**src/fcs_pkg.sv**
```systemverilog
`default_nettype none
package fcs_pkg;
  // ==========================================================
  // register map (APB byte offsets)
  localparam logic [11:0] FCS_CTRL_OFF   = 12'h000;
  localparam logic [11:0] FCS_ADDR_OFF   = 12'h004;
  localparam logic [11:0] FCS_DATA_OFF   = 12'h008;
  localparam logic [11:0] FCS_STAT_OFF   = 12'h00C;
  localparam logic [11:0] FCS_RDATA_OFF  = 12'h010;
  // ctrl command field, bits 3:0, writing starts the operation
  localparam int FCS_CMD_LSB  = 0;
  localparam int FCS_CMD_W    = 4;
  // status bit positions
  localparam int FCS_ST_BUSY  = 0;
  localparam int FCS_ST_DONE  = 1;
  localparam int FCS_ST_FAIL  = 2;
  localparam int FCS_ST_RYBY  = 3;
  localparam int FCS_ST_TIMEOUT = 4;
  // host commands
  localparam logic [3:0] FCS_OP_READ     = 4'h1;
  localparam logic [3:0] FCS_OP_PROGRAM  = 4'h2;
  localparam logic [3:0] FCS_OP_SECERASE = 4'h3;
  localparam logic [3:0] FCS_OP_CHIPERASE= 4'h4;
  localparam logic [3:0] FCS_OP_RESET    = 4'h5;
  localparam logic [3:0] FCS_OP_IDREAD   = 4'h6;
  localparam logic [3:0] FCS_OP_SUSPEND  = 4'h7;
  localparam logic [3:0] FCS_OP_RESUME   = 4'h8;
  localparam logic [3:0] FCS_OP_BYP_ENT  = 4'h9;
  localparam logic [3:0] FCS_OP_BYP_PROG = 4'hA;
  localparam logic [3:0] FCS_OP_BYP_RST  = 4'hB;
  localparam logic [3:0] FCS_OP_QUERY    = 4'hC;
  // flash command codes (word mode)
  localparam logic [10:0] FCS_UNLOCK1_A = 11'h555;
  localparam logic [10:0] FCS_UNLOCK2_A = 11'h2AA;
  localparam logic [10:0] FCS_QUERY_A   = 11'h055;
  localparam logic [7:0]  FCS_D_AA  = 8'hAA;
  localparam logic [7:0]  FCS_D_55  = 8'h55;
  localparam logic [7:0]  FCS_D_PRG = 8'hA0;
  localparam logic [7:0]  FCS_D_ERS = 8'h80;
  localparam logic [7:0]  FCS_D_CHP = 8'h10;
  localparam logic [7:0]  FCS_D_SEC = 8'h30;
  localparam logic [7:0]  FCS_D_ID  = 8'h90;
  localparam logic [7:0]  FCS_D_RST = 8'hF0;
  localparam logic [7:0]  FCS_D_SUS = 8'hB0;
  localparam logic [7:0]  FCS_D_RES = 8'h30;
  localparam logic [7:0]  FCS_D_BYP = 8'h20;
  localparam logic [7:0]  FCS_D_BRS = 8'h00;
  localparam logic [7:0]  FCS_D_QRY = 8'h98;
  // data bus status bits
  localparam int FCS_POLL_BIT = 7;
  localparam int FCS_TGL1_BIT = 6;
  localparam int FCS_FAIL_BIT = 5;
  localparam int FCS_WIN_BIT  = 3;
  localparam int FCS_TGL2_BIT = 2;
  // timing at 20 MHz
  localparam int FCS_CLK_MHZ      = 20;
  localparam int FCS_STROBE_NS    = 100;
  localparam int FCS_STROBE_CYC   = (FCS_STROBE_NS * FCS_CLK_MHZ + 999) / 1000;
  localparam int FCS_SETUP_NS     = 50;
  localparam int FCS_SETUP_CYC    = (FCS_SETUP_NS * FCS_CLK_MHZ + 999) / 1000;
  localparam int FCS_WINDOW_US    = 50;
  localparam int FCS_WINDOW_CYC   = FCS_WINDOW_US * FCS_CLK_MHZ;
  localparam int FCS_POLL_LIMIT   = 2000000;
  localparam int FCS_SEQ_MAX      = 6;
endpackage
`default_nettype wire

```
**src/fcs_strobe.sv**
```systemverilog
`timescale 1ns/1ps
`default_nettype none
// one flash bus cycle: setup, strobe low for a fixed count, release
module fcs_strobe
  import fcs_pkg::*;
#(
  parameter int LOW_CYC = FCS_STROBE_CYC,
  parameter int SET_CYC = FCS_SETUP_CYC
) (
  input  wire logic        pclk,
  input  wire logic        presetn,
  input  wire logic        ce,
  input  wire logic        start,
  input  wire logic        is_write,
  output logic             busy,
  output logic             strobe_n,
  output logic             sample,
  output logic             done
);
  import fcs_pkg::*;
  typedef enum logic [1:0] {
    FCS_SB_IDLE = 2'b00,
    FCS_SB_SET  = 2'b01,
    FCS_SB_LOW  = 2'b10,
    FCS_SB_HOLD = 2'b11
  } fcs_sb_t;
  typedef struct packed {
    fcs_sb_t    st;
    logic [7:0] cnt;
    logic       wr;
  } fcs_sb_state_t;
  fcs_sb_state_t s_reg, s_next;

  always_comb begin
    s_next = s_reg;
    unique case (s_reg.st)
      FCS_SB_IDLE: if (start) begin
        s_next.st  = FCS_SB_SET;
        s_next.cnt = 8'(SET_CYC);
        s_next.wr  = is_write;
      end
      FCS_SB_SET: if (s_reg.cnt <= 8'h01) begin
        s_next.st  = FCS_SB_LOW;
        s_next.cnt = 8'(LOW_CYC);
      end else begin
        s_next.cnt = s_reg.cnt - 8'h01;
      end
      FCS_SB_LOW: if (s_reg.cnt <= 8'h01) begin
        s_next.st  = FCS_SB_HOLD;
        s_next.cnt = 8'(SET_CYC);
      end else begin
        s_next.cnt = s_reg.cnt - 8'h01;
      end
      FCS_SB_HOLD: if (s_reg.cnt <= 8'h01) begin
        s_next.st = FCS_SB_IDLE;
      end else begin
        s_next.cnt = s_reg.cnt - 8'h01;
      end
    endcase
  end

  always_ff @(posedge pclk or negedge presetn) begin
    if (!presetn) begin
      s_reg <= '{st: FCS_SB_IDLE, cnt: 8'h00, wr: 1'b0};
    end else if (ce) begin
      s_reg <= s_next;
    end
  end

  // strobe release separates reads so toggle bits advance
  assign strobe_n = (s_reg.st != FCS_SB_LOW);
  assign busy     = (s_reg.st != FCS_SB_IDLE);
  assign sample   = ce && (s_reg.st == FCS_SB_LOW) && (s_reg.cnt <= 8'h01) && !s_reg.wr;
  assign done     = ce && (s_reg.st == FCS_SB_HOLD) && (s_reg.cnt <= 8'h01);
endmodule
`default_nettype wire

```
**src/fcs_sync.sv**
```systemverilog
`timescale 1ns/1ps
`default_nettype none
// two-stage synchroniser for pin inputs
module fcs_sync #(
  parameter int W = 1
) (
  input  wire logic         pclk,
  input  wire logic         presetn,
  input  wire logic         ce,
  input  wire logic [W-1:0] d,
  output logic      [W-1:0] q
);
  typedef struct packed {
    logic [W-1:0] s1;
    logic [W-1:0] s2;
  } fcs_sy_t;
  fcs_sy_t s_reg, s_next;
  always_comb begin
    s_next    = s_reg;
    s_next.s1 = d;
    s_next.s2 = s_reg.s1;
  end
  always_ff @(posedge pclk or negedge presetn) begin
    if (!presetn) begin
      s_reg <= '0;
    end else if (ce) begin
      s_reg <= s_next;
    end
  end
  assign q = s_reg.s2;
endmodule
`default_nettype wire

```
**src/fcs_host.sv**
```systemverilog
// The register addresses and the APB slave port were chosen for this implementation.
`timescale 1ns/1ps
`default_nettype none
module fcs_host
  import fcs_pkg::*;
#(
  parameter int POLL_LIMIT = FCS_POLL_LIMIT,
  parameter int AW         = 20
) (
  input  wire logic          pclk,
  input  wire logic          presetn,
  input  wire logic          clk_en,
  input  wire logic          psel,
  input  wire logic          penable,
  input  wire logic          pwrite,
  input  wire logic [11:0]   paddr,
  input  wire logic [31:0]   pwdata,
  output logic      [31:0]   prdata,
  output logic               pready,
  output logic               pslverr,
  output logic      [AW-1:0] flash_addr,
  output logic      [15:0]   flash_dq_out,
  output logic               flash_dq_oe,
  input  wire logic [15:0]   flash_dq_in,
  output logic               flash_ce_n,
  output logic               flash_oe_n,
  output logic               flash_we_n,
  input  wire logic          ready_busy_n
);
  import fcs_pkg::*;

  // ==========================================================
  // state
  typedef enum logic [2:0] {
    FCS_IDLE  = 3'b000,
    FCS_ISSUE = 3'b001,
    FCS_WAIT  = 3'b010,
    FCS_POLL  = 3'b011,
    FCS_CHECK = 3'b100,
    FCS_FINAL = 3'b101
  } fcs_st_t;

  typedef struct packed {
    fcs_st_t      st;
    logic [3:0]   op;
    logic [2:0]   idx;
    logic [AW-1:0] addr;
    logic [15:0]  data;
    logic [15:0]  rdata;
    logic         busy;
    logic         done;
    logic         fail;
    logic         tmo;
    logic         bypass;
    logic         have_prev;
    logic         prev_t6;
    logic         fail_seen;
    logic [31:0]  wait_cnt;
    logic [31:0]  prdata;
  } fcs_host_t;

  fcs_host_t s_reg, s_next;
  logic        sb_busy, sb_strobe_n, sb_sample, sb_done, sb_start, sb_write;
  logic [15:0] dq_sync;
  logic        ryby_sync;
  logic [AW-1:0] cyc_addr;
  logic [15:0]   cyc_data;
  logic          cyc_write;
  logic [2:0]    seq_len;

  // ==========================================================
  // pin synchronisers and strobe engine
  fcs_sync #(.W(17)) u_sync (
    .pclk    (pclk),
    .presetn (presetn),
    .ce      (clk_en),
    .d       ({ready_busy_n, flash_dq_in}),
    .q       ({ryby_sync, dq_sync})
  );

  fcs_strobe u_strobe (
    .pclk     (pclk),
    .presetn  (presetn),
    .ce       (clk_en),
    .start    (sb_start),
    .is_write (sb_write),
    .busy     (sb_busy),
    .strobe_n (sb_strobe_n),
    .sample   (sb_sample),
    .done     (sb_done)
  );

  // unlock pair used by the program, erase, ID read and bypass entry sequences
  function automatic logic [AW+16:0] unlock_cycle(input logic [2:0] i, input logic [7:0] cmd);
    logic [10:0] a;
    logic [7:0]  d;
    a = FCS_UNLOCK1_A;
    d = cmd;
    if (i == 3'd0) begin
      d = FCS_D_AA;
    end else if (i == 3'd1) begin
      a = FCS_UNLOCK2_A;
      d = FCS_D_55;
    end
    // high address bits left zero in command cycles
    unlock_cycle = {1'b1, AW'(a), 8'h00, d};
  endfunction

  // ==========================================================
  // sequence table: address, data, direction of cycle idx
  always_comb begin
    logic [AW+16:0] u;
    u         = unlock_cycle(s_reg.idx, FCS_D_PRG);
    cyc_addr  = u[AW+15:16];
    cyc_data  = u[15:0];
    cyc_write = 1'b1;
    seq_len   = 3'd1;
    // every cycle is a write except data reads and the ID code read
    unique case (s_reg.op)
      FCS_OP_READ: begin
        // plain read, no command cycles
        cyc_addr  = s_reg.addr;
        cyc_write = 1'b0;
      end
      FCS_OP_PROGRAM: begin
        seq_len = 3'd4;
        // program address and value in the last cycle
        if (s_reg.idx == 3'd3) begin
          cyc_addr = s_reg.addr;
          cyc_data = s_reg.data;
        end
      end
      FCS_OP_BYP_PROG: begin
        // two cycles honoured only in bypass mode
        seq_len  = 3'd2;
        cyc_addr = '0;
        cyc_data = {8'h00, FCS_D_PRG};
        if (s_reg.idx == 3'd1) begin
          cyc_addr = s_reg.addr;
          cyc_data = s_reg.data;
        end
      end
      FCS_OP_SECERASE, FCS_OP_CHIPERASE: begin
        seq_len = 3'd6; // one sector per sequence, the add window just runs out
        u = unlock_cycle(s_reg.idx == 3'd2 ? 3'd2 : (s_reg.idx > 3'd2 ? s_reg.idx - 3'd3 : s_reg.idx),
                         s_reg.idx == 3'd2 ? FCS_D_ERS : FCS_D_CHP);
        cyc_addr = u[AW+15:16];
        cyc_data = u[15:0];
        if (s_reg.idx == 3'd5 && s_reg.op == FCS_OP_SECERASE) begin
          // sector chosen by address bits 19..12
          cyc_addr = {s_reg.addr[AW-1:12], 12'h000};
          cyc_data = {8'h00, FCS_D_SEC};
        end
      end
      FCS_OP_IDREAD: begin
        // fourth cycle is a read of the code
        seq_len = 3'd4;
        u = unlock_cycle(s_reg.idx, FCS_D_ID);
        cyc_data = u[15:0];
        cyc_addr = u[AW+15:16];
        if (s_reg.idx == 3'd3) begin
          cyc_addr  = s_reg.addr;
          cyc_write = 1'b0;
        end
      end
      FCS_OP_RESET: begin
        // leaves identification mode and clears a failure
        cyc_addr = '0;
        cyc_data = {8'h00, FCS_D_RST};
      end
      FCS_OP_SUSPEND: begin
        cyc_addr = '0;
        cyc_data = {8'h00, FCS_D_SUS};
      end
      FCS_OP_RESUME: begin
        cyc_addr = '0;
        cyc_data = {8'h00, FCS_D_RES};
      end
      FCS_OP_BYP_ENT: begin
        seq_len = 3'd3;
        u = unlock_cycle(s_reg.idx, FCS_D_BYP);
        cyc_addr = u[AW+15:16];
        cyc_data = u[15:0];
      end
      FCS_OP_BYP_RST: begin
        // only way out of bypass
        seq_len  = 3'd2;
        cyc_addr = '0;
        cyc_data = {8'h00, (s_reg.idx == 3'd0) ? FCS_D_ID : FCS_D_BRS};
      end
      FCS_OP_QUERY: begin
        cyc_addr = AW'(FCS_QUERY_A);
        cyc_data = {8'h00, FCS_D_QRY};
      end
      default: begin
        seq_len = 3'd0;
      end
    endcase
  end

  // ==========================================================
  // main sequencer and APB slave
  wire apb_wr = psel && penable && pwrite;
  wire apb_rd = psel && !penable && !pwrite;
  wire is_algo = (s_reg.op == FCS_OP_PROGRAM) || (s_reg.op == FCS_OP_BYP_PROG) ||
                 (s_reg.op == FCS_OP_SECERASE) || (s_reg.op == FCS_OP_CHIPERASE);

  always_comb begin
    s_next   = s_reg;
    sb_start = 1'b0;
    sb_write = cyc_write;
    if (apb_rd) begin
      unique case (paddr)
        FCS_CTRL_OFF:  s_next.prdata = {28'h0, s_reg.op};
        FCS_ADDR_OFF:  s_next.prdata = 32'(s_reg.addr);
        FCS_DATA_OFF:  s_next.prdata = {16'h0, s_reg.data};
        FCS_STAT_OFF:  s_next.prdata = {27'h0, s_reg.tmo, ryby_sync, s_reg.fail, s_reg.done, s_reg.busy};
        FCS_RDATA_OFF: s_next.prdata = {16'h0, s_reg.rdata};
        default:       s_next.prdata = 32'h0;
      endcase
    end
    if (apb_wr && !s_reg.busy) begin
      unique case (paddr)
        FCS_ADDR_OFF: s_next.addr = pwdata[AW-1:0];
        FCS_DATA_OFF: s_next.data = pwdata[15:0];
        FCS_CTRL_OFF: begin
          s_next.op   = pwdata[FCS_CMD_LSB +: FCS_CMD_W];
          s_next.idx  = 3'd0;
          s_next.busy = 1'b1;
          s_next.done = 1'b0;
          s_next.fail = 1'b0;
          s_next.tmo  = 1'b0;
          s_next.st   = FCS_ISSUE;
        end
        default: ;
      endcase
    end
    unique case (s_reg.st)
      FCS_IDLE: ;
      FCS_ISSUE: begin
        if (seq_len == 3'd0 || (s_reg.op == FCS_OP_BYP_PROG && !s_reg.bypass)) begin
          s_next.fail = 1'b1;
          s_next.st   = FCS_FINAL;
        end else if (!sb_busy) begin
          sb_start  = 1'b1;
          s_next.st = FCS_WAIT;
        end
      end
      FCS_WAIT: begin
        if (sb_done && !cyc_write) begin // sync lags the pin two cycles, take data as the cycle closes
          s_next.rdata = dq_sync;
        end
        if (sb_done) begin
          if (s_reg.idx + 3'd1 < seq_len) begin
            s_next.idx = s_reg.idx + 3'd1;
            s_next.st  = FCS_ISSUE;
          end else if (is_algo) begin
            // status valid from last write strobe rise
            s_next.have_prev = 1'b0;
            s_next.fail_seen = 1'b0;
            s_next.wait_cnt  = 32'h0;
            s_next.st        = FCS_POLL;
          end else begin
            s_next.st = FCS_FINAL;
          end
        end
      end
      FCS_POLL: begin
        // repeated reads at program or sector address, at 555 for chip erase
        if (!sb_busy) begin
          sb_start = 1'b1;
          sb_write = 1'b0;
        end
        if (sb_sample) begin
          s_next.st = FCS_CHECK;
        end
        if (s_reg.wait_cnt >= 32'(POLL_LIMIT)) begin
          s_next.tmo = 1'b1;
          s_next.fail = 1'b1;
          s_next.st  = FCS_FINAL;
        end else begin
          s_next.wait_cnt = s_reg.wait_cnt + 32'h1;
        end
      end
      FCS_CHECK: begin
        // toggling bit 6 means still running
        s_next.have_prev = 1'b1;
        s_next.prev_t6   = dq_sync[FCS_TGL1_BIT];
        s_next.st        = FCS_POLL;
        if (s_reg.have_prev && dq_sync[FCS_TGL1_BIT] == s_reg.prev_t6) begin
          // stopped toggling; a later read gives settled data
          s_next.st = FCS_FINAL;
        end else if (s_reg.fail_seen) begin
          // still toggling after failure bit: operation failed
          s_next.fail = 1'b1;
          s_next.st   = FCS_FINAL;
        end else if (dq_sync[FCS_FAIL_BIT]) begin
          // recheck once more, toggling may stop as bit 5 rises
          s_next.fail_seen = 1'b1;
        end
      end
      FCS_FINAL: begin
        if (s_reg.op == FCS_OP_BYP_ENT) begin
          s_next.bypass = 1'b1;
        end
        if (s_reg.op == FCS_OP_BYP_RST || s_reg.op == FCS_OP_RESET) begin
          s_next.bypass = (s_reg.op == FCS_OP_RESET) ? s_reg.bypass : 1'b0;
        end
        s_next.busy = 1'b0;
        s_next.done = 1'b1;
        s_next.st   = FCS_IDLE;
      end
      default: s_next.st = FCS_IDLE;
    endcase
  end

  always_ff @(posedge pclk or negedge presetn) begin
    if (!presetn) begin
      s_reg <= '0;
    end else if (clk_en) begin
      s_reg <= s_next;
    end
  end

  // ==========================================================
  // outputs
  assign pready       = 1'b1;
  assign pslverr      = 1'b0;
  assign prdata       = s_reg.prdata;
  assign flash_addr   = cyc_addr;
  assign flash_dq_out = cyc_data;
  assign flash_dq_oe  = sb_busy && (s_reg.st == FCS_WAIT) && cyc_write;
  assign flash_ce_n   = !sb_busy;
  assign flash_we_n   = sb_strobe_n || !(s_reg.st == FCS_WAIT && cyc_write);
  assign flash_oe_n   = sb_strobe_n || (s_reg.st == FCS_WAIT && cyc_write);
endmodule
`default_nettype wire

```
**config.mk**
```make
export PLATFORM = sky130hd
export DESIGN_NAME = fcs_host
export DESIGN_NICKNAME = d
export VERILOG_FILES = /design/src/fcs_pkg.sv /design/src/fcs_strobe.sv /design/src/fcs_sync.sv /design/src/fcs_host.sv
export SDC_FILE = /design/constraint.sdc
export NUM_CORES = 1
export LEC_CHECK = 0
export CELL_PAD_IN_SITES_DETAIL_PLACEMENT = 0
export CELL_PAD_IN_SITES_GLOBAL_PLACEMENT = 1
export CORE_MARGIN = 8
export CORE_UTILIZATION = 30
export DETAILED_ROUTE_END_ITERATION = 10
export DONT_BUFFER_PORTS = 1
export PLACE_DENSITY_LB_ADDON = 0.1
export SLEW_MARGIN = 20
export SYNTH_ARGS = -nofsm -noshare
export SYNTH_HDL_FRONTEND = slang
export SYNTH_SLANG_ARGS = --single-unit
```
**constraint.sdc**
```tcl
create_clock -name pclk -period 3 [get_ports pclk]
set_input_delay 0.3 -clock pclk [delete_from_list [all_inputs] [get_ports pclk]]
set_output_delay 0.3 -clock pclk [all_outputs]
set_load 0.02 [all_outputs]
```
# == Word level (Yosys, flattened, before mapping) ==
# Cells that the tools add are included.
# totals
reg_bits,179
latchBits,0
mem_bits_rw,0
mem_bits_ro,0
input_bits,67
out_inout_bits,74
elab_cells,217
n_memories,0
# classes
n_addsub,4
multipliers,0
n_div,0
order_cmp,4
n_eq_ne,42
shifts,0
muxes,83
bitwise_logic,0
reduce_logical,63
# ops
cell,count
16-bit case mux with 10 select lines,1
20-bit case mux with 6 select lines,1
8-bit two-way mux,13
20-bit case mux with 5 select lines,1
33-bit two-way mux,3
20-bit two-way mux,4
32-bit case mux with 2 select lines,1
11-bit two-way mux,5
16-bit two-way mux,3
46-bit two-way mux,1
3-bit two-way mux,14
10-bit case mux with 4 select lines,1
"32-bit by 1-bit adder with 32-bit output, second input constant",1
"32-bit by 21-bit >= comparator with 1-bit output, second input constant",1
32-bit two-way mux,1
3-bit case mux with 5 select lines,2
"12-bit by 4-bit == test with 1-bit output, second input constant",2
3-bit AND reduction,7
"4-bit == test, second input constant",5
"2-bit inequality test, second input constant",10
1-bit two-way mux,18
1-bit logical AND,17
"4-bit by 3-bit == test with 1-bit output, second input constant",4
"12-bit by 3-bit == test with 1-bit output, second input constant",1
other kinds (35),79

# == Longest topological paths before layout ==
# Gate-level depths: netlist of run 1.
# logic_depth
word_depth,9
depth_mapped,15

# == Cells and area by module ==
# Synthesis of run 1 repeated with hierarchy kept, for this count alone.
# unflattened
cells_unflattened,896
area_unflattened_um2,9186.3
# by_module_without_submodules
module,n_inst,cells_per_inst,area_per_inst_um2,seq_area_each_um2
fcs_host,1,739,6954.2,3052.9
fcs_sync,1,72,1417.6,850.8
fcs_strobe,1,85,814.5,275.3

# == Least setup slack after synthesis of run 1 ==
# Ideal clock, no wire load.
# synth_path
path_kind,register to register
from,reg s_reg[130] in the netlist's numbering
to,reg s_reg[42] in the netlist's numbering
setup_ns,0.078
arrival_ns,3.132
required_time_ns,2.922
path_slack_ns,-0.210
path_stages_with_launch,15
period_less_slack_ns,3.210
cell_sequence,dfrtp_1 buf_1 clkbuf_1 buf_1 a21oi_1 nor2_1 a21oi_1 ha_1 o21a_1 o211ai_1 nor4_4 a21oi_2 buf_2 or4_1 a21oi_1
# synth_between
elab_chain_cells,6
elab_cells_between_ends,24
classes_between,order compare (1); eq/ne (14); mux (1); reduce/logical (8)
# synth_rtl
item,line_no,text
start: declaration,fcs_host.sv:62,"fcs_host_t s_reg, s_next;"
start signal: assignment,fcs_host.sv:321,s_reg <= s_next;
4-bit by 3-bit == test with 1-bit output (tied with other cells),fcs_host.sv:119,unique case (s_reg.op)
5-bit OR reduction (no line) (tied with other cells),n/a,
3-bit case mux with 5 select lines or 1-bit logical OR (tied branches),"fcs_host.sv:119, fcs_host.sv:205",
3-bit < comparator or 1-bit logical OR (tied branches),"fcs_host.sv:254, fcs_host.sv:206",
2-bit inequality test (no line),n/a,
6-bit AND reduction (no line) (*),n/a,
# Mark *: on every way between the ends. The rest lies on a longest branch, timed or not.
# A chain may end at the register's enable or synchronous reset.

# == Final worst setup path of run 1 ==
# layout_path
from,reg s_reg[124] in the netlist's numbering
to,out flash_addr[6]
# layout_between
elab_chain_cells,8
elab_cells_between_ends,20
classes_between,add/sub (1); order compare (1); eq/ne (5); mux (10); reduce/logical (3)
# layout_rtl
item,line_no,text
3-bit by 2-bit subtractor with 3-bit output or 3-bit by 2-bit greater-than comparator with 1-bit output (tied branches),fcs_host.sv:145,"u = unlock_cycle(s_reg.idx == 3'd2 ? 3'd2 : (s_reg.idx > 3'd2 ? s_reg.idx - 3'd3 : s_reg.idx),"
3-bit two-way mux (2 in series),fcs_host.sv:145,
3-bit by 1-bit == test with 1-bit output,fcs_host.sv:101,end else if (i == 3'd1) begin
11-bit two-way mux,fcs_host.sv:101,
11-bit two-way mux,fcs_host.sv:99,if (i == 3'd0) begin
20-bit two-way mux,fcs_host.sv:149,if (s_reg.idx == 3'd5 && s_reg.op == FCS_OP_SECERASE) begin
20-bit case mux with 6 select lines (*),fcs_host.sv:119,
end: declaration,fcs_host.sv:21,"output logic [AW-1:0] flash_addr,"
# Marked as above.

==> impl_results.md, run 1 <==
- Status: complete, but fails checks
- Failing checks: negative hold slack
- Synth Area per Inst: about 10 sq um
- Reg2reg setup slack: 0.16 ns
- Worst Setup Start Kind: flip-flop
- P_sw: between 1500 and 2000 uW
- VDD IR max: between 0.3 and 0.4 mV
- DR vias: approximately 7,000
- Final Hold Viols: ~170
- Antenna viol nets, final: 0
- Vias in the first global route: ~7,000
- Starting Density: between 30% and 40%
- Row count: 63
- Slew margin rel.: around 35%
- Max-cap violations: 0
- CTS clk-pin slew, worst paths: 0.08 ns
- First-pass GRT wire length: approximately 42,000 microns
- Critical Path Fanout Max: 4
- Metal1 wirelength: 12,460 microns
- Clock Sinks: around 170
- Gr ovfl total: 0
- Register area share after synthesis: between 40% and 50%
- Post-synthesis xor/xnor area fraction: less than 1%
- CTS tree: done
- Total number of yosys warnings: 0
- Synth Area in Adders: ~2.3%
- Cell Chain, Critical Path: ha_2 -> ha_4 -> nor2_4 -> a31oi_1 -> o22a_1 -> a221oi_2 -> buf_4 -> a21boi_2 -> buf_6 -> a21oi_2 -> buf_6
- TritonRoute pass-1 iters: 5
- RSZ-0062 raised after global routing: yes
- I/O Buffers: 0
- Fraction of layout cells with a size suffix above 1: between 20 and 30%
- Simple-gate share of the synthesized area: between 10% and 20%
- CTS max path bufs: 2
- Post-synthesis compound-gate area fraction: roughly 14%
- Core area: 0.02932 sq mm
- Clock Skew: 0.01704 ns
- WL/cell: 19.40 microns
- Initial drt markers: about 410
- Met3 routed WL: about 1100 microns
- Final core occ: between 30% and 40%
- Antenna cells: 0
- Top FF cell, synth: dfrtp_1
- CTS Buf Count: 17
- Largest family of logic cells by synthesized area: simple AND/OR/NAND/NOR gates
- Int Power: 4088 uW
- Met2 wire len: 12,430 microns
- CP max stage cell: dfrtp_1
- Lkg Pwr: between 0.004 and 0.005 uW
- Design Power: between 6000 and 7000 uW
- Fin crit period: 2.953 ns
- Uppermost layer routed: met5
- Setup CP Type: flip-flop to output port
- Critical Path Sink Type: output port
- Clk Latency, worst-skew pair: 0.44 ns
- CP peak stage delay: 0.41 ns
- Root buf cell: clkbuf_16
- CP Data Required Time: 2.70 ns
- Max H-tree Level: 4
- Chip height: 187.8 microns
- Seq pwr share: approximately 44%
- DP HPWL: 19,250 microns
- Max FFs per register: around 100
- Synth Instances: about 890
- Logic pwr share: 18.6%
- Initial antenna violation count: 1
- Final Instance Count excl. Fillers: 1,359
- Crit-path most repeated cell: buf_6
- Post-synthesis mux area share: 12.57%
- Fin. max-slew vios: 0
- Finish-stage setup viols: 0
- Fin crit share: 98.45%
- Drt drc: 0
- Switch share: 32.10%
- Min-Delay Path Class: input port to async pin
- Total track usage: 14.92%
- Placer Congestion: around 0.83
- Critical path arrival: between 2 and 3 ns
- # IOs: approximately 140
- Post-synth EDFFs: 0
- Synthesized flop and latch total: around 170
- DP Cell Count: 1,290
- Ys async rst share: 100.0%
- Synth-to-layout area growth: 21.14%
- Worst Tran Pin Value: ~0.97 ns
- TNS Setup: 0 ns
- Power Density: ~560 mW/mm^2
- NumNets Final: a little over 1,000
- DIE AREA: 0.03528 sq mm
- Vias per cell: a little over 5
- Clk pwr share: 37.5%
- Library cells used by synthesis: 63
- Hold_ws: -0.4375 ns
- Die W: 187.8 microns
- Final WL: approximately 26,000 microns
- Max frequency: between 300 and 400 MHz
- Mapped Area: around 0.009 sq mm
- Largest net degree at the start of global routing: about 170
area by class of cell:
cell class | instances | area [sq um]
sequential | 167 | 4182
tap | 390 | 488.0
inverter | 21 | 78.83
clock buffer | 17 | 425.4
multi-input combinational | 634 | 4374
clock inverter | 15 | 185.2
fill | 3029 | 18590
timing repair buffer | 115 | 998.5
cell usage after synthesis, types with 7 or more instances:
| cell type | instances | area [sq um] |
|---|---|---|
| and2_1 | 23 | 143.9 |
| or4_1 | 13 | 97.59 |
| o31ai_1 | 8 | 60.06 |
| o211ai_1 | 7 | 52.55 |
| or3_1 | 13 | 81.33 |
| inv_1 | 21 | 78.83 |
| nand2_1 | 86 | 322.8 |
| nor4_1 | 9 | 56.30 |
| mux2_2 | 98 | 1104 |
| nor2b_1 | 18 | 112.6 |
| o21ai_0 | 48 | 240.2 |
| a22oi_1 | 9 | 67.56 |
| nand3_1 | 31 | 155.2 |
| buf_1 | 8 | 30.03 |
| nor2_1 | 50 | 187.7 |
| a222oi_1 | 11 | 110.1 |
| dfrtp_1 | 167 | 4179 |
| buf_4 | 34 | 255.2 |
| ha_1 | 16 | 200.2 |
| clkbuf_1 | 33 | 123.9 |
| nor3_1 | 13 | 65.06 |
| a31oi_1 | 9 | 56.30 |
| a21oi_1 | 64 | 320.3 |
| and3_1 | 10 | 62.56 |
cell usage in the layout, fill, tap and decap left out, types with 12 or more instances in the layout:
| cell | netlist | final |
|---|---|---|
| ha_1 | 16 | 12 |
| dfrtp_1 | 167 | 165 |
| clkbuf_16 | 0 | 17 |
| o21ai_0 | 48 | 47 |
| inv_1 | 21 | 21 |
| or3_1 | 13 | 13 |
| nor2_1 | 50 | 48 |
| nand2_1 | 86 | 85 |
| and2_1 | 23 | 23 |
| a21oi_1 | 64 | 57 |
| nor3_1 | 13 | 12 |
| nand3_1 | 31 | 31 |
| mux2_2 | 98 | 98 |
| nor2b_1 | 18 | 17 |
| buf_4 | 34 | 76 |
| conb_1 | 2 | 14 |
| dlygate4sd3_1 | 0 | 30 |
cells by family after synthesis:
family	count (synthesis)
flops	167
buf+inv	99
compound gates	197
mux	99
xor+xnor	7
fa+ha+maj	16
simple gates	300
other cells	2
per-stage QoR:
| step | area, sq um | setup slack, ns | hold slack (ns) |
|---|---|---|---|
| floorplan | 8965 | -0.01857 | 0.004409 |
| global placement | 9629 | 0.02811 | 0.01386 |
| detailed placement | 9629 | -0.02581 | 0.01285 |
| CTS | 10620 | 0.009019 | -0.4619 |
| global route | 10730 | -0.1266 | -0.4692 |
| finish | 10730 | 0.04662 | -0.4375 |
critical path: cells and delay by family, from the launching register on:
family | cells | cell delay, ns
compound gates | 5 | 0.82
fa+ha+maj | 2 | 0.46
buf+inv | 3 | 0.43
flops | 1 | 0.41
simple gates | 1 | 0.10
per-layer routing:
layer | GRT usage (%) | vias to the layer above
met4 | 4.242 | 2
met2 | 23.62 | 164
li1 | - | 3322
met5 | 0 | -
met1 | 20.30 | 3497
met3 | 3.120 | 24
power by group through the flow:
stage	Clock (uW)	Sequential, uW	Combinational [uW]
floorplan	0	2590	876
global placement	0	2670	1040
detailed placement	0	2680	1070
CTS	2330	2640	1110
global route	2430	2680	1260
finish	2260	2640	1120
timing repair:
action	CTS	global route
endpoints found under the setup margin	22	30
resized for setup	19	15
hold buffers	28	2
setup buffers	2	4
hold endpoints to repair	197	169
gates cloned	0	1
pin swaps	1	6
path summary, 6_finish.rpt:
check	to	depth (start not counted)	start
worst max-delay path	flash_addr[6]	11	s_reg[124]
worst min-delay path	s_reg[43]	0	presetn
worst max register to register	s_reg[39]	8	u_strobe.s_reg[4]
worst min register to register	s_reg[66]	2	s_reg[66]
max in group asynchronous	s_reg[128]	0	presetn
min in group pclk	s_reg[101]	1	pwdata[13]
Power figures use the tool's default switching activity.
==> run 2, diff against run 1 <==
SETUP_SLACK_MARGIN = 0.2   (was not set)
==> run 2 against run 1 <==
  * The run still ends with negative hold slack left
  * Clock power barely moved
  * Count of clock-buffer cells in the layout did not move
  * Sequential share of layout area fell by 0.91 points
  * Critical path depth fell by 4
  * Power rose by 1.4%
  * Core utilization rose by 0.91 points
  * Critical path type is now flip-flop to flip-flop
  * Highest routed layer is now met4
==> impl_results.md, run 2 (synthesized netlist as in run 1, its figures left out) <==
- Max frequency: 351.5 MHz
- CTS Buf Count: 17
- P_sw: 1981 uW
- CP max stage cell: or4_4
- DP HPWL: between 15,000 and 20,000 microns
- Placer Congestion: 0.8307
- Synth-to-layout area growth: 24.15%
- Root buf cell: clkbuf_16
- Kind of cell adding the most delay to the critical path: simple AND/OR/NAND/NOR gates
- Vias in the first global route: between 7,000 and 8,000
- Status: complete, but fails checks
- Starting Density: a little under a third
- DP Cell Count: between 1,000 and 1,500
- Gr ovfl total: 0
- I/O Buffers: 0
- Final WL: between 20,000 and 30,000 microns
- Final Hold Viols: between 150 and 200
- Core area: approximately 0.03 sq mm
- Failing checks: negative hold slack
- Vias per cell: 5.234
- Clock Sinks: 167
- Power Density: ~550 mW/mm^2
- Setup CP Type: flip-flop to flip-flop
- Pre-CTS setup slack: about 0.09 ns
- Max H-tree Level: 4
- # IOs: 141
- DIE AREA: 0.03528 sq mm
- TNS Setup: 0 ns
- CTS clk-pin slew, worst paths: 0.08 ns
- Fin crit share: between 90% and 100%
- VDD IR max: approximately 0.3 mV
- Design Power: slightly above 6000 uW
- RSZ-0062 raised after global routing: yes
- Lkg Pwr: roughly 0.0046 uW
- Cell Chain, Critical Path: or4_4 -> or4_4 -> nor4_4 -> a21oi_4 -> buf_6 -> or4_1 -> a21oi_2
- Logic pwr share: 19.6%
- Hold_ws: -0.4394 ns
- WP buf/inv: 1
- Fin. max-slew vios: 0
- Fin crit period: ~2.8 ns
- Die W: between 150 and 200 microns
- Clock Skew: between 0.015 and 0.02 ns
- Antenna viol nets, final: 0
- Slew margin rel.: a little over a fifth
- Clk Latency, worst-skew pair: roughly 0.43 ns
- Critical Path Sink Type: flip-flop
- Drt drc: 0
- Initial antenna violation count: 0
- Crit-path most repeated cell: or4_4
- Clk pwr share: between 30% and 40%
- Worst Setup Start Kind: flip-flop
- Largest net degree at the start of global routing: around 170
- Seq pwr share: a little over two fifths
- Max-cap violations: 0
- Final Instance Count excl. Fillers: about 1,400
- TritonRoute pass-1 iters: 5
- Int Power: about 4000 uW
- Worst Tran Pin Value: roughly 1.2 ns
- CP peak stage delay: between 0.6 and 0.7 ns
- Initial drt markers: 383
- Critical Path Fanout Max: 6
- Min-Delay Path Class: input port to async pin
- Finish-stage setup viols: 0
- First-pass GRT wire length: between 40,000 and 50,000 microns
- CTS max path bufs: 2
- NumNets Final: 1,037
- Total track usage: 15.05%
- CP Data Required Time: around 3.4 ns
- Commonest non-fill, non-tap cell in the layout: dfrtp_1
- Row count: 63
- Switch share: 32.46%
- Max FFs per register: 102
- Critical path arrival: around 3.2 ns
- Fillcell total: 2,941
- Chip height: 187.8 microns
- WL/cell: roughly 20 microns
- Final worst slack: around 0.16 ns
- Antenna cells: 0
- Fraction of layout cells with a size suffix above 1: just over 30%
- Most frequent cells in the layout: 162 x dfrtp_1, 98 x mux2_2, 85 x nand2_1, 70 x buf_4, 45 x nor2_1
- DR vias: a little over 7,000
- CTS tree: done
## run 2: changes by cell type in the layout (fill, tap and decap cells not counted), moves of 5 or more
| cell | change |
|---|---|
| nor2b_1 | -6 |
| buf_4 | -6 |
| a21oi_1 | -16 |
| nor2b_2 | +5 |
| o21ai_1 | +7 |
| o21ai_0 | -6 |
| buf_6 | +8 |
| a21oi_2 | +11 |
## run 2: metal layers
layer	share of wire (%)	global-route usage (%)
met4	1.2	3.939
met1	47	20.07
met3	6.3	4.458
met5	0	0
met2	46	23.51
## run 2: power by group through the flow
| stage | combinational, uW | clock [uW] | sequential (uW) |
|---|---|---|---|
| after floorplan | 882 | 0 | 2590 |
| after global routing | 1340 | 2440 | 2670 |
| after CTS | 1110 | 2340 | 2640 |
| after global placement | 1040 | 0 | 2680 |
| final | 1200 | 2260 | 2640 |
| after detailed placement | 1060 | 0 | 2690 |
## run 2: cell type report
cell class / count / area [sq um] / share of cell area (%)
multi-input combinational: 633 / 4618 / 41.99
clock inverter: 15 / 198.9 / 1.809
clock buffer: 17 / 425.4 / 3.868
inverter: 21 / 78.83 / 0.7167
tap: 390 / 488.0 / 4.437
timing repair buffer: 114 / 1003 / 9.124
sequential: 167 / 4185 / 38.05
## run 2: stage by stage
| step | cell area [sq um] | util, % |
|---|---|---|
| after floorplan | 8977 | - |
| after global placement | 9497 | 32.39 |
| after detailed placement | 9497 | 32.39 |
| after CTS | 10630 | 36.24 |
| after global routing | 11000 | 37.51 |
| final | 11000 | 37.51 |
## run 2: worst paths after layout
check / from / depth (start not counted) / slack [ns] / to
min: presetn / 0 / -0.44 / s_reg[46]
max reg2reg: u_strobe.s_reg[6] / 7 / 0.16 / s_reg[36]
max: u_strobe.s_reg[6] / 7 / 0.16 / s_reg[36]
min reg2reg: s_reg[70] / 2 / 0.48 / s_reg[70]
min in group pclk: flash_dq_in[4] / 1 / 0.02 / u_sync.s_next[4]
max in group asynchronous: presetn / 0 / 2.94 / prdata[6]
## run 2: repair_timing
action / CTS / global route
endpoints found under the hold margin: 192 / 173
endpoints found under the setup margin: 63 / 61
buffers inserted: 10 / 9
hold buffers: 22 / 6
gates cloned: 0 / 3
pin swaps: 9 / 21
gates resized for setup: 44 / 64
